<file path="src/design/tmo_params.svh">
// constants of the 8-bit compare timer output block: offsets, fields, resets
// assumes inclusion by bare name from the package and the checker
`ifndef TMO_PARAMS_SVH
`define TMO_PARAMS_SVH

// ----------------------------------------
// register offsets (word index on the plain port)
// ----------------------------------------
`define TMO_ADDR_W 3
`define TMO_OFF_CTRL 3'h0
`define TMO_OFF_CSR 3'h1
`define TMO_OFF_CONST_A 3'h2
`define TMO_OFF_CONST_B 3'h3
`define TMO_OFF_COUNT 3'h4
`define TMO_OFF_INT_STAT 3'h5
`define TMO_OFF_INT_MASK 3'h6
`define TMO_OFF_SER_SRC 3'h7

// ----------------------------------------
// field positions
// ----------------------------------------
`define TMO_CTRL_CKS_LO 0
`define TMO_CTRL_CKS_HI 1
`define TMO_CTRL_CLR_LO 3
`define TMO_CTRL_CLR_HI 4
`define TMO_CSR_FLAG_LO 5
`define TMO_CSR_FLAG_HI 7
`define TMO_CSR_OSA_LO 0
`define TMO_CSR_OSA_HI 1
`define TMO_CSR_OSB_LO 2
`define TMO_CSR_OSB_HI 3
`define TMO_EV_MATCH_A 0
`define TMO_EV_MATCH_B 1
`define TMO_EV_OVF 2

// ----------------------------------------
// codes and reset values
// ----------------------------------------
`define TMO_CLR_ON_A 2'b01
`define TMO_CLR_ON_B 2'b10
`define TMO_SER_SRC_TIMER 4'h4
`define TMO_COUNT_MAX 8'hff
`define TMO_RST_BYTE 8'h00
`define TMO_RST_EV 3'h0
`define TMO_RST_NIB 4'h0

// ----------------------------------------
// timing counts: count clock dividers in core cycles
// ----------------------------------------
`define TMO_DIV_MID 8
`define TMO_DIV_SLOW 64

`endif

</file>
<file path="src/design/tmo_pkg.sv">
// types shared by the compare timer output modules
// assumes tmo_params.svh on the include path
package tmo_pkg;
`include "tmo_params.svh"

   typedef enum logic [1:0] {
      TMO_CKS_STOP = 2'b00,
      TMO_CKS_FULL = 2'b01,
      TMO_CKS_MID = 2'b10,
      TMO_CKS_SLOW = 2'b11
   } tmo_cks_type;

   typedef struct packed {
      logic [`TMO_ADDR_W-1:0] addr;
      logic [7:0] wdata;
      logic wr;
      logic rd;
   } tmo_bus_type;

   typedef struct packed {
      logic [7:0] ctrl;
      logic [2:0] flags;
      logic [3:0] osel;
      logic [7:0] const_a;
      logic [7:0] const_b;
      logic [7:0] count;
      logic [2:0] int_stat;
      logic [2:0] int_mask;
      logic [3:0] ser_src;
      logic tmo;
      logic tmo_oe;
      logic irq;
      logic ser_clk;
      logic [7:0] rdata;
   } tmo_state_type;

   typedef struct packed {
      logic [15:0] cnt;
      logic tick;
   } tmo_pre_state_type;
endpackage

</file>
<file path="src/design/tmo_prescale.sv">
// count clock divider: one-cycle enable pulse at the selected rate
// assumes one core clock and a synchronous active-high reset
`timescale 1ns/10ps
module tmo_prescale
   import tmo_pkg::*;
#(
   parameter int DIV_MID = `TMO_DIV_MID,
   parameter int DIV_SLOW = `TMO_DIV_SLOW
) (
   input wire logic clk,
   input wire logic rst,
   input wire tmo_cks_type sel,
   output logic tick
);
   initial begin
      if (DIV_MID < 2 || DIV_SLOW < 2 || DIV_SLOW > 65535) begin
         $error("tmo_prescale: divider out of range");
      end
   end

   tmo_pre_state_type state_ff;
   tmo_pre_state_type nxt_state;

   // ----------------------------------------
   // divider
   // ----------------------------------------
   always_comb begin
      nxt_state = state_ff;
      nxt_state.cnt = state_ff.cnt + 16'h0001;
      nxt_state.tick = 1'b0;
      case (sel)
         TMO_CKS_STOP: begin
            nxt_state.cnt = 16'h0000;
         end
         TMO_CKS_FULL: begin
            nxt_state.tick = 1'b1;
            nxt_state.cnt = 16'h0000;
         end
         TMO_CKS_MID: begin
            if (state_ff.cnt >= 16'(DIV_MID - 1)) begin
               nxt_state.cnt = 16'h0000;
               nxt_state.tick = 1'b1;
            end
         end
         TMO_CKS_SLOW: begin
            if (state_ff.cnt >= 16'(DIV_SLOW - 1)) begin
               nxt_state.cnt = 16'h0000;
               nxt_state.tick = 1'b1;
            end
         end
         default: begin
            nxt_state.cnt = 16'h0000;
         end
      endcase
   end

   always_ff @(posedge clk) begin
      if (rst) begin
         state_ff <= '0;
      end else begin
         state_ff <= nxt_state;
      end
   end

   assign tick = state_ff.tick;
endmodule

</file>
<file path="src/design/tmo_timer.sv">
// 8-bit compare timer with set/clear/toggle output and register port
// assumes one 40 MHz core clock, synchronous high reset, master on same clock
`timescale 1ns/10ps

module tmo_timer
   import tmo_pkg::*;
#(
   parameter int DIV_MID = `TMO_DIV_MID,
   parameter int DIV_SLOW = `TMO_DIV_SLOW
) (
   input wire logic CORE_CLK,
   input wire logic SYS_RST,
   input wire logic [`TMO_ADDR_W-1:0] REG_ADDR,
   input wire logic [7:0] REG_WDATA,
   input wire logic REG_WR,
   input wire logic REG_RD,
   output logic [7:0] REG_RDATA,
   output logic TIMER_OUT_PIN,
   output logic TIMER_OUT_PIN_OE,
   output logic SER_BASE_CLK,
   output logic IRQ
);
   initial begin
      if (DIV_MID >= DIV_SLOW) begin
         $error("tmo_timer: slow divider must exceed mid divider");
      end
   end

   // ----------------------------------------
   // functions
   // ----------------------------------------
   function automatic logic out_action(input logic cur, input logic [1:0] sel);
      logic res;
      res = cur;
      case (sel)
         2'b00: res = cur;
         2'b01: res = 1'b0;
         2'b10: res = 1'b1;
         2'b11: res = ~cur;
         default: res = cur;
      endcase
      return res;
   endfunction

   function automatic logic [7:0] read_mux(input tmo_state_type s,
                                           input logic [`TMO_ADDR_W-1:0] a);
      logic [7:0] res;
      res = 8'h00;
      case (a)
         `TMO_OFF_CTRL: res = s.ctrl;
         `TMO_OFF_CSR: res = {s.flags, 1'b0, s.osel};
         `TMO_OFF_CONST_A: res = s.const_a;
         `TMO_OFF_CONST_B: res = s.const_b;
         `TMO_OFF_COUNT: res = s.count;
         `TMO_OFF_INT_STAT: res = {5'h00, s.int_stat};
         `TMO_OFF_INT_MASK: res = {5'h00, s.int_mask};
         `TMO_OFF_SER_SRC: res = {4'h0, s.ser_src};
         default: res = 8'h00;
      endcase
      return res;
   endfunction

   // ----------------------------------------
   // state and inputs
   // ----------------------------------------
   tmo_state_type state_ff;
   tmo_state_type nxt_state;
   tmo_bus_type bus;
   logic count_tick;
   logic [1:0] clr_sel;
   logic match_a;
   logic match_b;
   logic ovf;
   logic [2:0] events;
   logic wr_ctrl;
   logic wr_csr;
   logic out_val;

   assign bus = '{addr: REG_ADDR, wdata: REG_WDATA, wr: REG_WR, rd: REG_RD};
   assign clr_sel = state_ff.ctrl[`TMO_CTRL_CLR_HI:`TMO_CTRL_CLR_LO];

   tmo_prescale #(
      .DIV_MID(DIV_MID),
      .DIV_SLOW(DIV_SLOW)
   ) u_prescale (
      .clk(CORE_CLK),
      .rst(SYS_RST),
      .sel(tmo_cks_type'(state_ff.ctrl[`TMO_CTRL_CKS_HI:`TMO_CTRL_CKS_LO])),
      .tick(count_tick)
   );

   // ----------------------------------------
   // next state
   // ----------------------------------------
   always_comb begin
      nxt_state = state_ff;
      wr_ctrl = bus.wr && (bus.addr == `TMO_OFF_CTRL);
      wr_csr = bus.wr && (bus.addr == `TMO_OFF_CSR);

      // compare against constants at each count clock
      match_a = count_tick && (state_ff.count == state_ff.const_a);
      match_b = count_tick && (state_ff.count == state_ff.const_b);
      ovf = count_tick && (state_ff.count == `TMO_COUNT_MAX)
            && !(match_a && clr_sel == `TMO_CLR_ON_A)
            && !(match_b && clr_sel == `TMO_CLR_ON_B);
      events = 3'h0;
      events[`TMO_EV_MATCH_A] = match_a;
      events[`TMO_EV_MATCH_B] = match_b;
      events[`TMO_EV_OVF] = ovf;

      // counter: clear on match per select, else count up
      if (count_tick) begin
         if (match_a && clr_sel == `TMO_CLR_ON_A) begin
            nxt_state.count = 8'h00;
         end else if (match_b && clr_sel == `TMO_CLR_ON_B) begin
            nxt_state.count = 8'h00;
         end else begin
            nxt_state.count = state_ff.count + 8'h01;
         end
      end
      if (bus.wr && bus.addr == `TMO_OFF_COUNT) begin
         nxt_state.count = bus.wdata;
      end

      // output pin: A action then B action; stays 0 until a match
      out_val = state_ff.tmo;
      if (match_a) begin
         out_val = out_action(out_val, state_ff.osel[`TMO_CSR_OSA_HI:`TMO_CSR_OSA_LO]);
      end
      if (match_b) begin
         out_val = out_action(out_val, state_ff.osel[`TMO_CSR_OSB_HI:`TMO_CSR_OSB_LO]);
      end
      nxt_state.tmo = out_val;

      // simple registers
      if (wr_ctrl) begin
         nxt_state.ctrl = bus.wdata;
      end
      if (bus.wr && bus.addr == `TMO_OFF_CONST_A) begin
         nxt_state.const_a = bus.wdata;
      end
      if (bus.wr && bus.addr == `TMO_OFF_CONST_B) begin
         nxt_state.const_b = bus.wdata;
      end
      if (bus.wr && bus.addr == `TMO_OFF_SER_SRC) begin
         nxt_state.ser_src = bus.wdata[3:0];
      end
      if (bus.wr && bus.addr == `TMO_OFF_INT_MASK) begin
         nxt_state.int_mask = bus.wdata[2:0];
      end

      // status flags: written zero clears, new event wins
      nxt_state.flags = state_ff.flags;
      if (wr_csr) begin
         nxt_state.flags = state_ff.flags & bus.wdata[`TMO_CSR_FLAG_HI:`TMO_CSR_FLAG_LO];
         nxt_state.osel = bus.wdata[3:0];
      end
      nxt_state.flags = nxt_state.flags | {match_b, match_a, ovf};

      // interrupt status: write one clears, event wins
      nxt_state.int_stat = state_ff.int_stat;
      if (bus.wr && bus.addr == `TMO_OFF_INT_STAT) begin
         nxt_state.int_stat = state_ff.int_stat & ~bus.wdata[2:0];
      end
      nxt_state.int_stat = nxt_state.int_stat | events;
      nxt_state.irq = |(nxt_state.int_stat & nxt_state.int_mask);

      // pin enable follows the output selects
      nxt_state.tmo_oe = |nxt_state.osel;

      // serial base clock from the match output
      if (nxt_state.ser_src == `TMO_SER_SRC_TIMER) begin
         nxt_state.ser_clk = nxt_state.tmo;
      end else begin
         nxt_state.ser_clk = 1'b0;
      end

      // read data one cycle after the strobe, else zero
      if (bus.rd) begin
         nxt_state.rdata = read_mux(state_ff, bus.addr);
      end else begin
         nxt_state.rdata = 8'h00;
      end
   end

   // ----------------------------------------
   // registers
   // ----------------------------------------
   always_ff @(posedge CORE_CLK) begin
      if (SYS_RST) begin
         state_ff <= '0;
      end else begin
         state_ff <= nxt_state;
      end
   end

   // ----------------------------------------
   // outputs
   // ----------------------------------------
   assign REG_RDATA = state_ff.rdata;
   assign TIMER_OUT_PIN = state_ff.tmo & state_ff.tmo_oe;
   assign TIMER_OUT_PIN_OE = state_ff.tmo_oe;
   assign SER_BASE_CLK = state_ff.ser_clk;
   assign IRQ = state_ff.irq;
endmodule

</file>
<file path="config.mk">
export PLATFORM = sky130hd
export DESIGN_NAME = tmo_timer
export DESIGN_NICKNAME = d
export VERILOG_FILES = /design/src/design/tmo_pkg.sv /design/src/design/tmo_prescale.sv /design/src/design/tmo_timer.sv
export VERILOG_INCLUDE_DIRS = /design/src /design/src/design
export SDC_FILE = /design/constraint.sdc
export NUM_CORES = 1
export LEC_CHECK = 0
export BUFFER_PORTS_ARGS = -buffer_cell sky130_fd_sc_hd__buf_2
export CORE_MARGIN = 10
export CORE_UTILIZATION = 35
export CTS_CLUSTER_DIAMETER = 200
export DETAILED_ROUTE_END_ITERATION = 8
export PLACE_DENSITY_LB_ADDON = 0.2
export SYNTH_ARGS = -nofsm -noshare
export SYNTH_HDL_FRONTEND = slang
export SYNTH_SLANG_ARGS = --single-unit
</file>
<file path="constraint.sdc">
create_clock -name CORE_CLK -period 4.7 [get_ports CORE_CLK]
set_clock_uncertainty 0.15 [all_clocks]
set_input_delay 0.705 -clock CORE_CLK [delete_from_list [all_inputs] [get_ports CORE_CLK]]
set_output_delay 0.705 -clock CORE_CLK [all_outputs]
set_load 0.005 [all_outputs]
</file>
==> results.md <==
- Status: completed
- WHS Endpoint: u_prescale.state_ff[1]
- Hold Fails Final Rpt: 0
- Starting Density: between 30% and 40%
- Port bufs: 26
- Final Core Density: 38.8%
- Critical path required time: roughly 4800 ps
- Achievable Freq: between 400 and 500 MHz
- Pwr Total: approximately 0.0012 W
- Worst-path clk slew: around 90 ps
- WP buf/inv: 0
- Leakage power: about 1.5 nW
- CP Cell Sequence: nand4_1 -> nor4_1 -> o22ai_1 -> a211oi_1 -> nor4_2
- Die Wd: ~120 um
- Setup CP Type: register to register
- Layout cells sized above 1: between 10% and 20%
- Routability Congestion: roughly 0.86
- TNS Setup: 0 ps
- Post-synthesis instance total: between 400 and 500
- Drt initial violations: 296
- N_diodes: 0
- Antenna-violating nets left: 0
- Die Area: approximately 15000 sq um
- Fin crit period: 2450 ps
- Rows: 37
- Peak VDD IR: a little over 100 uV
- Post-CTS Hold Buffers: 0
- Post_cts resized: 0
- Crit path largest cell delay: about 710 ps
- Area after DPL: approximately 3900 sq um
- Slew margin rel.: ~54%
- Crit-path max FO: 18
- Die Y: 123 um
- Clk_lat worst skew: ~380 ps
- Area growth syn-to-layout: 7.28%
- Slowest CP cell: dfxtp_1
- Hold Path Cell Cnt: 1
- R2R setup slack: 2250 ps
- Crit start category: register
- Maxcap violations: 0
- CTS sink cnt: around 80
- Post-synthesis sequential area ratio: between 40% and 50%
- Combinational power share: 8.2%
- Synth cell types: 49
- Clk Tree Root Cell: clkbuf_8
- Total CTS buffers: 9
- R2r endpoint: SER_BASE_CLK
- Sw Pwr: about 0.00034 W
- Synth area leaders: dfxtp_1 (42%), nand2_1 (7.0%), a21oi_1 (5.9%), nor2_1 (4.2%), xor2_1 (2.8%)
- Final Cycle Share: 52.2%
- # setup viols final: 0
- Synthesized cell area: roughly 3700 sq um
- Ys Warns: 0
- DR DRC count: 0
- Total number of vias: 3186
- Pint: 0.000900 W
- Top Ports: 27
- Yosys reg bits: 78
- Worst r2r path cells: 5
- R2R Path Start: u_prescale.tick
- Layout Cell Area excl Fill: between 4000 and 5000 sq um
- Yosys top cell area share: about two fifths
- Final Net Count: 473
- GRT Residual Overflow: 0
- Post-synth EDFFs: 0
- Post-synthesis area per instance: roughly 8.3 sq um
- Vias per std cell: between 5 and 6
- HP Start: u_prescale.state_ff[1]
- Clock Path Buffers: 2
- Overall Global Routing Usage: ~14%
- Drt total wl: a little over 10 mm
- Asr flop ratio synth: 0%
- DRT Pass-1 Iters: 5
- Post-CTS Setup Bufs: 0
- CTS tree: done
- Core area: just over 10000 sq um
- Initial antenna violation count: 0
- Number of global-route vias before repair: just over 3000
- RSZ-0062 raised after global routing: no
- Crit path DAT: around 2500 ps
- Hold_ws: 312 ps
- # H-tree levels: 3
- Post-synth top area cell: dfxtp_1
- Slew @ Worst Pin: between 600 and 700 ps
- Pwr/cell area: 309 nW/um^2
- Primary FF master, synth: dfxtp_1
- Routed len/inst: approximately 17 um
- Largest net degree at the start of global routing: 56
- Clk pwr share: between 30 and 40%
- Hpwl dp: about 7.2 mm
- Final Max Slew Viols: 0
- Crit-path leading delay family: simple AND/OR/NAND/NOR gates
- Hold Crit Class: register to register
- Worst setup EP type: register
- Sw Share: between 20 and 30%
- Sequential fraction of design power: a little under three fifths
- First-pass GRT wire length: 16.6 mm
## synthesized netlist by cell type, types with 8 or more instances
| cell type | number |
|---|---|
| a22oi_1 | 8 |
| o21ai_0 | 9 |
| buf_4 | 8 |
| nor2_1 | 42 |
| mux2i_1 | 9 |
| and3_1 | 8 |
| nand2_1 | 70 |
| inv_1 | 11 |
| a21oi_1 | 44 |
| mux2_2 | 8 |
| dfxtp_1 | 78 |
| xnor2_1 | 11 |
| xor2_1 | 12 |
| clkbuf_1 | 22 |
| nand3_1 | 15 |
## cells in the final DEF, fill, tap and decap left out, types with 4 or more instances in the layout
cell type / instances
nand2_1: 70
nor2_1: 42
a31oi_1: 6
mux2i_1: 9
nor4_1: 6
conb_1: 10
nor2b_1: 7
and3_1: 8
o21ai_0: 9
nand3_1: 15
xnor2_1: 11
clkbuf_8: 9
nor3_1: 7
a22oi_1: 8
nand4_1: 6
a221oi_1: 4
and2_1: 5
xor2_1: 12
inv_1: 11
a211oi_1: 4
dfxtp_1: 78
nor3b_1: 4
buf_2: 26
a21oi_1: 44
o22ai_1: 7
mux2_2: 8
## layer usage
layer  vias up  wire length (um)  GRT usage [%]
met2        93              4850           22.8
met3        15               591           3.28
met4         0               193           5.82
met5         -                 0              0
li1       1550                 -              -
met1      1528              4640           17.6
## registers in the layout (all words and copies together) (netlist names)
name / flops
u_prescale.tick: 1
IRQ: 1
TIMER_OUT_PIN_OE: 1
clr_sel: 2
state_ff: 48
u_prescale.state_ff: 16
REG_RDATA: 8
SER_BASE_CLK: 1
## how the worst max path moves through the flow
stage,startpoint,to,slack (ps),depth (start not counted)
floorplan,REG_ADDR[1],state_ff[26],2400,7
global placement,REG_ADDR[0],IRQ,2010,6
detailed placement,REG_ADDR[1],state_ff[26],1960,7
CTS,u_prescale.tick,SER_BASE_CLK,2250,5
global route,u_prescale.tick,SER_BASE_CLK,2090,5
finish,u_prescale.tick,SER_BASE_CLK,2250,5
## power groups by stage
stage | Sequential, W | Combinational, W | Clock, W
6_report | 0.000690 | 0.000101 | 0.000452
5_1_grt | 0.000693 | 0.000112 | 0.000490
4_1_cts | 0.000690 | 0.000100 | 0.000456
3_5_place_dp | 0.000706 | 0.000100 | 0
3_3_place_gp | 0.000705 | 0.0000994 | 0
2_1_floorplan | 0.000698 | 0.0000778 | 0
## through the flow
step / worst slack [ps] / std cells
after floorplan: 2400 / 460
after global placement: 2010 / 581
after detailed placement: 1960 / 581
after CTS: 2250 / 597
after global routing: 2090 / 597
final: 2250 / 597
## kinds of logic after synthesis
| family | after synthesis | share of synthesized area, % |
|---|---|---|
| compound gates | 93 | 15.9 |
| simple gates | 181 | 22.8 |
| flops | 78 | 41.7 |
| buf+inv | 53 | 7.38 |
| xor+xnor | 26 | 6.68 |
| other cells | 1 | 0.100 |
| mux | 17 | 4.81 |
| fa+ha+maj | 2 | 0.667 |
## area by class of cell
type / count / area [sq um]
Sequential cell: 78 / 1560
Clock buffer: 10 / 128
Multi-Input combinational cell: 329 / 1940
Timing Repair Buffer: 27 / 138
Inverter: 11 / 41.3
Clock inverter: 6 / 38.8
Tap cell: 136 / 170
Fill cell: 1095 / 6350
No activity file was read; power rests on OpenSTA's default activity.
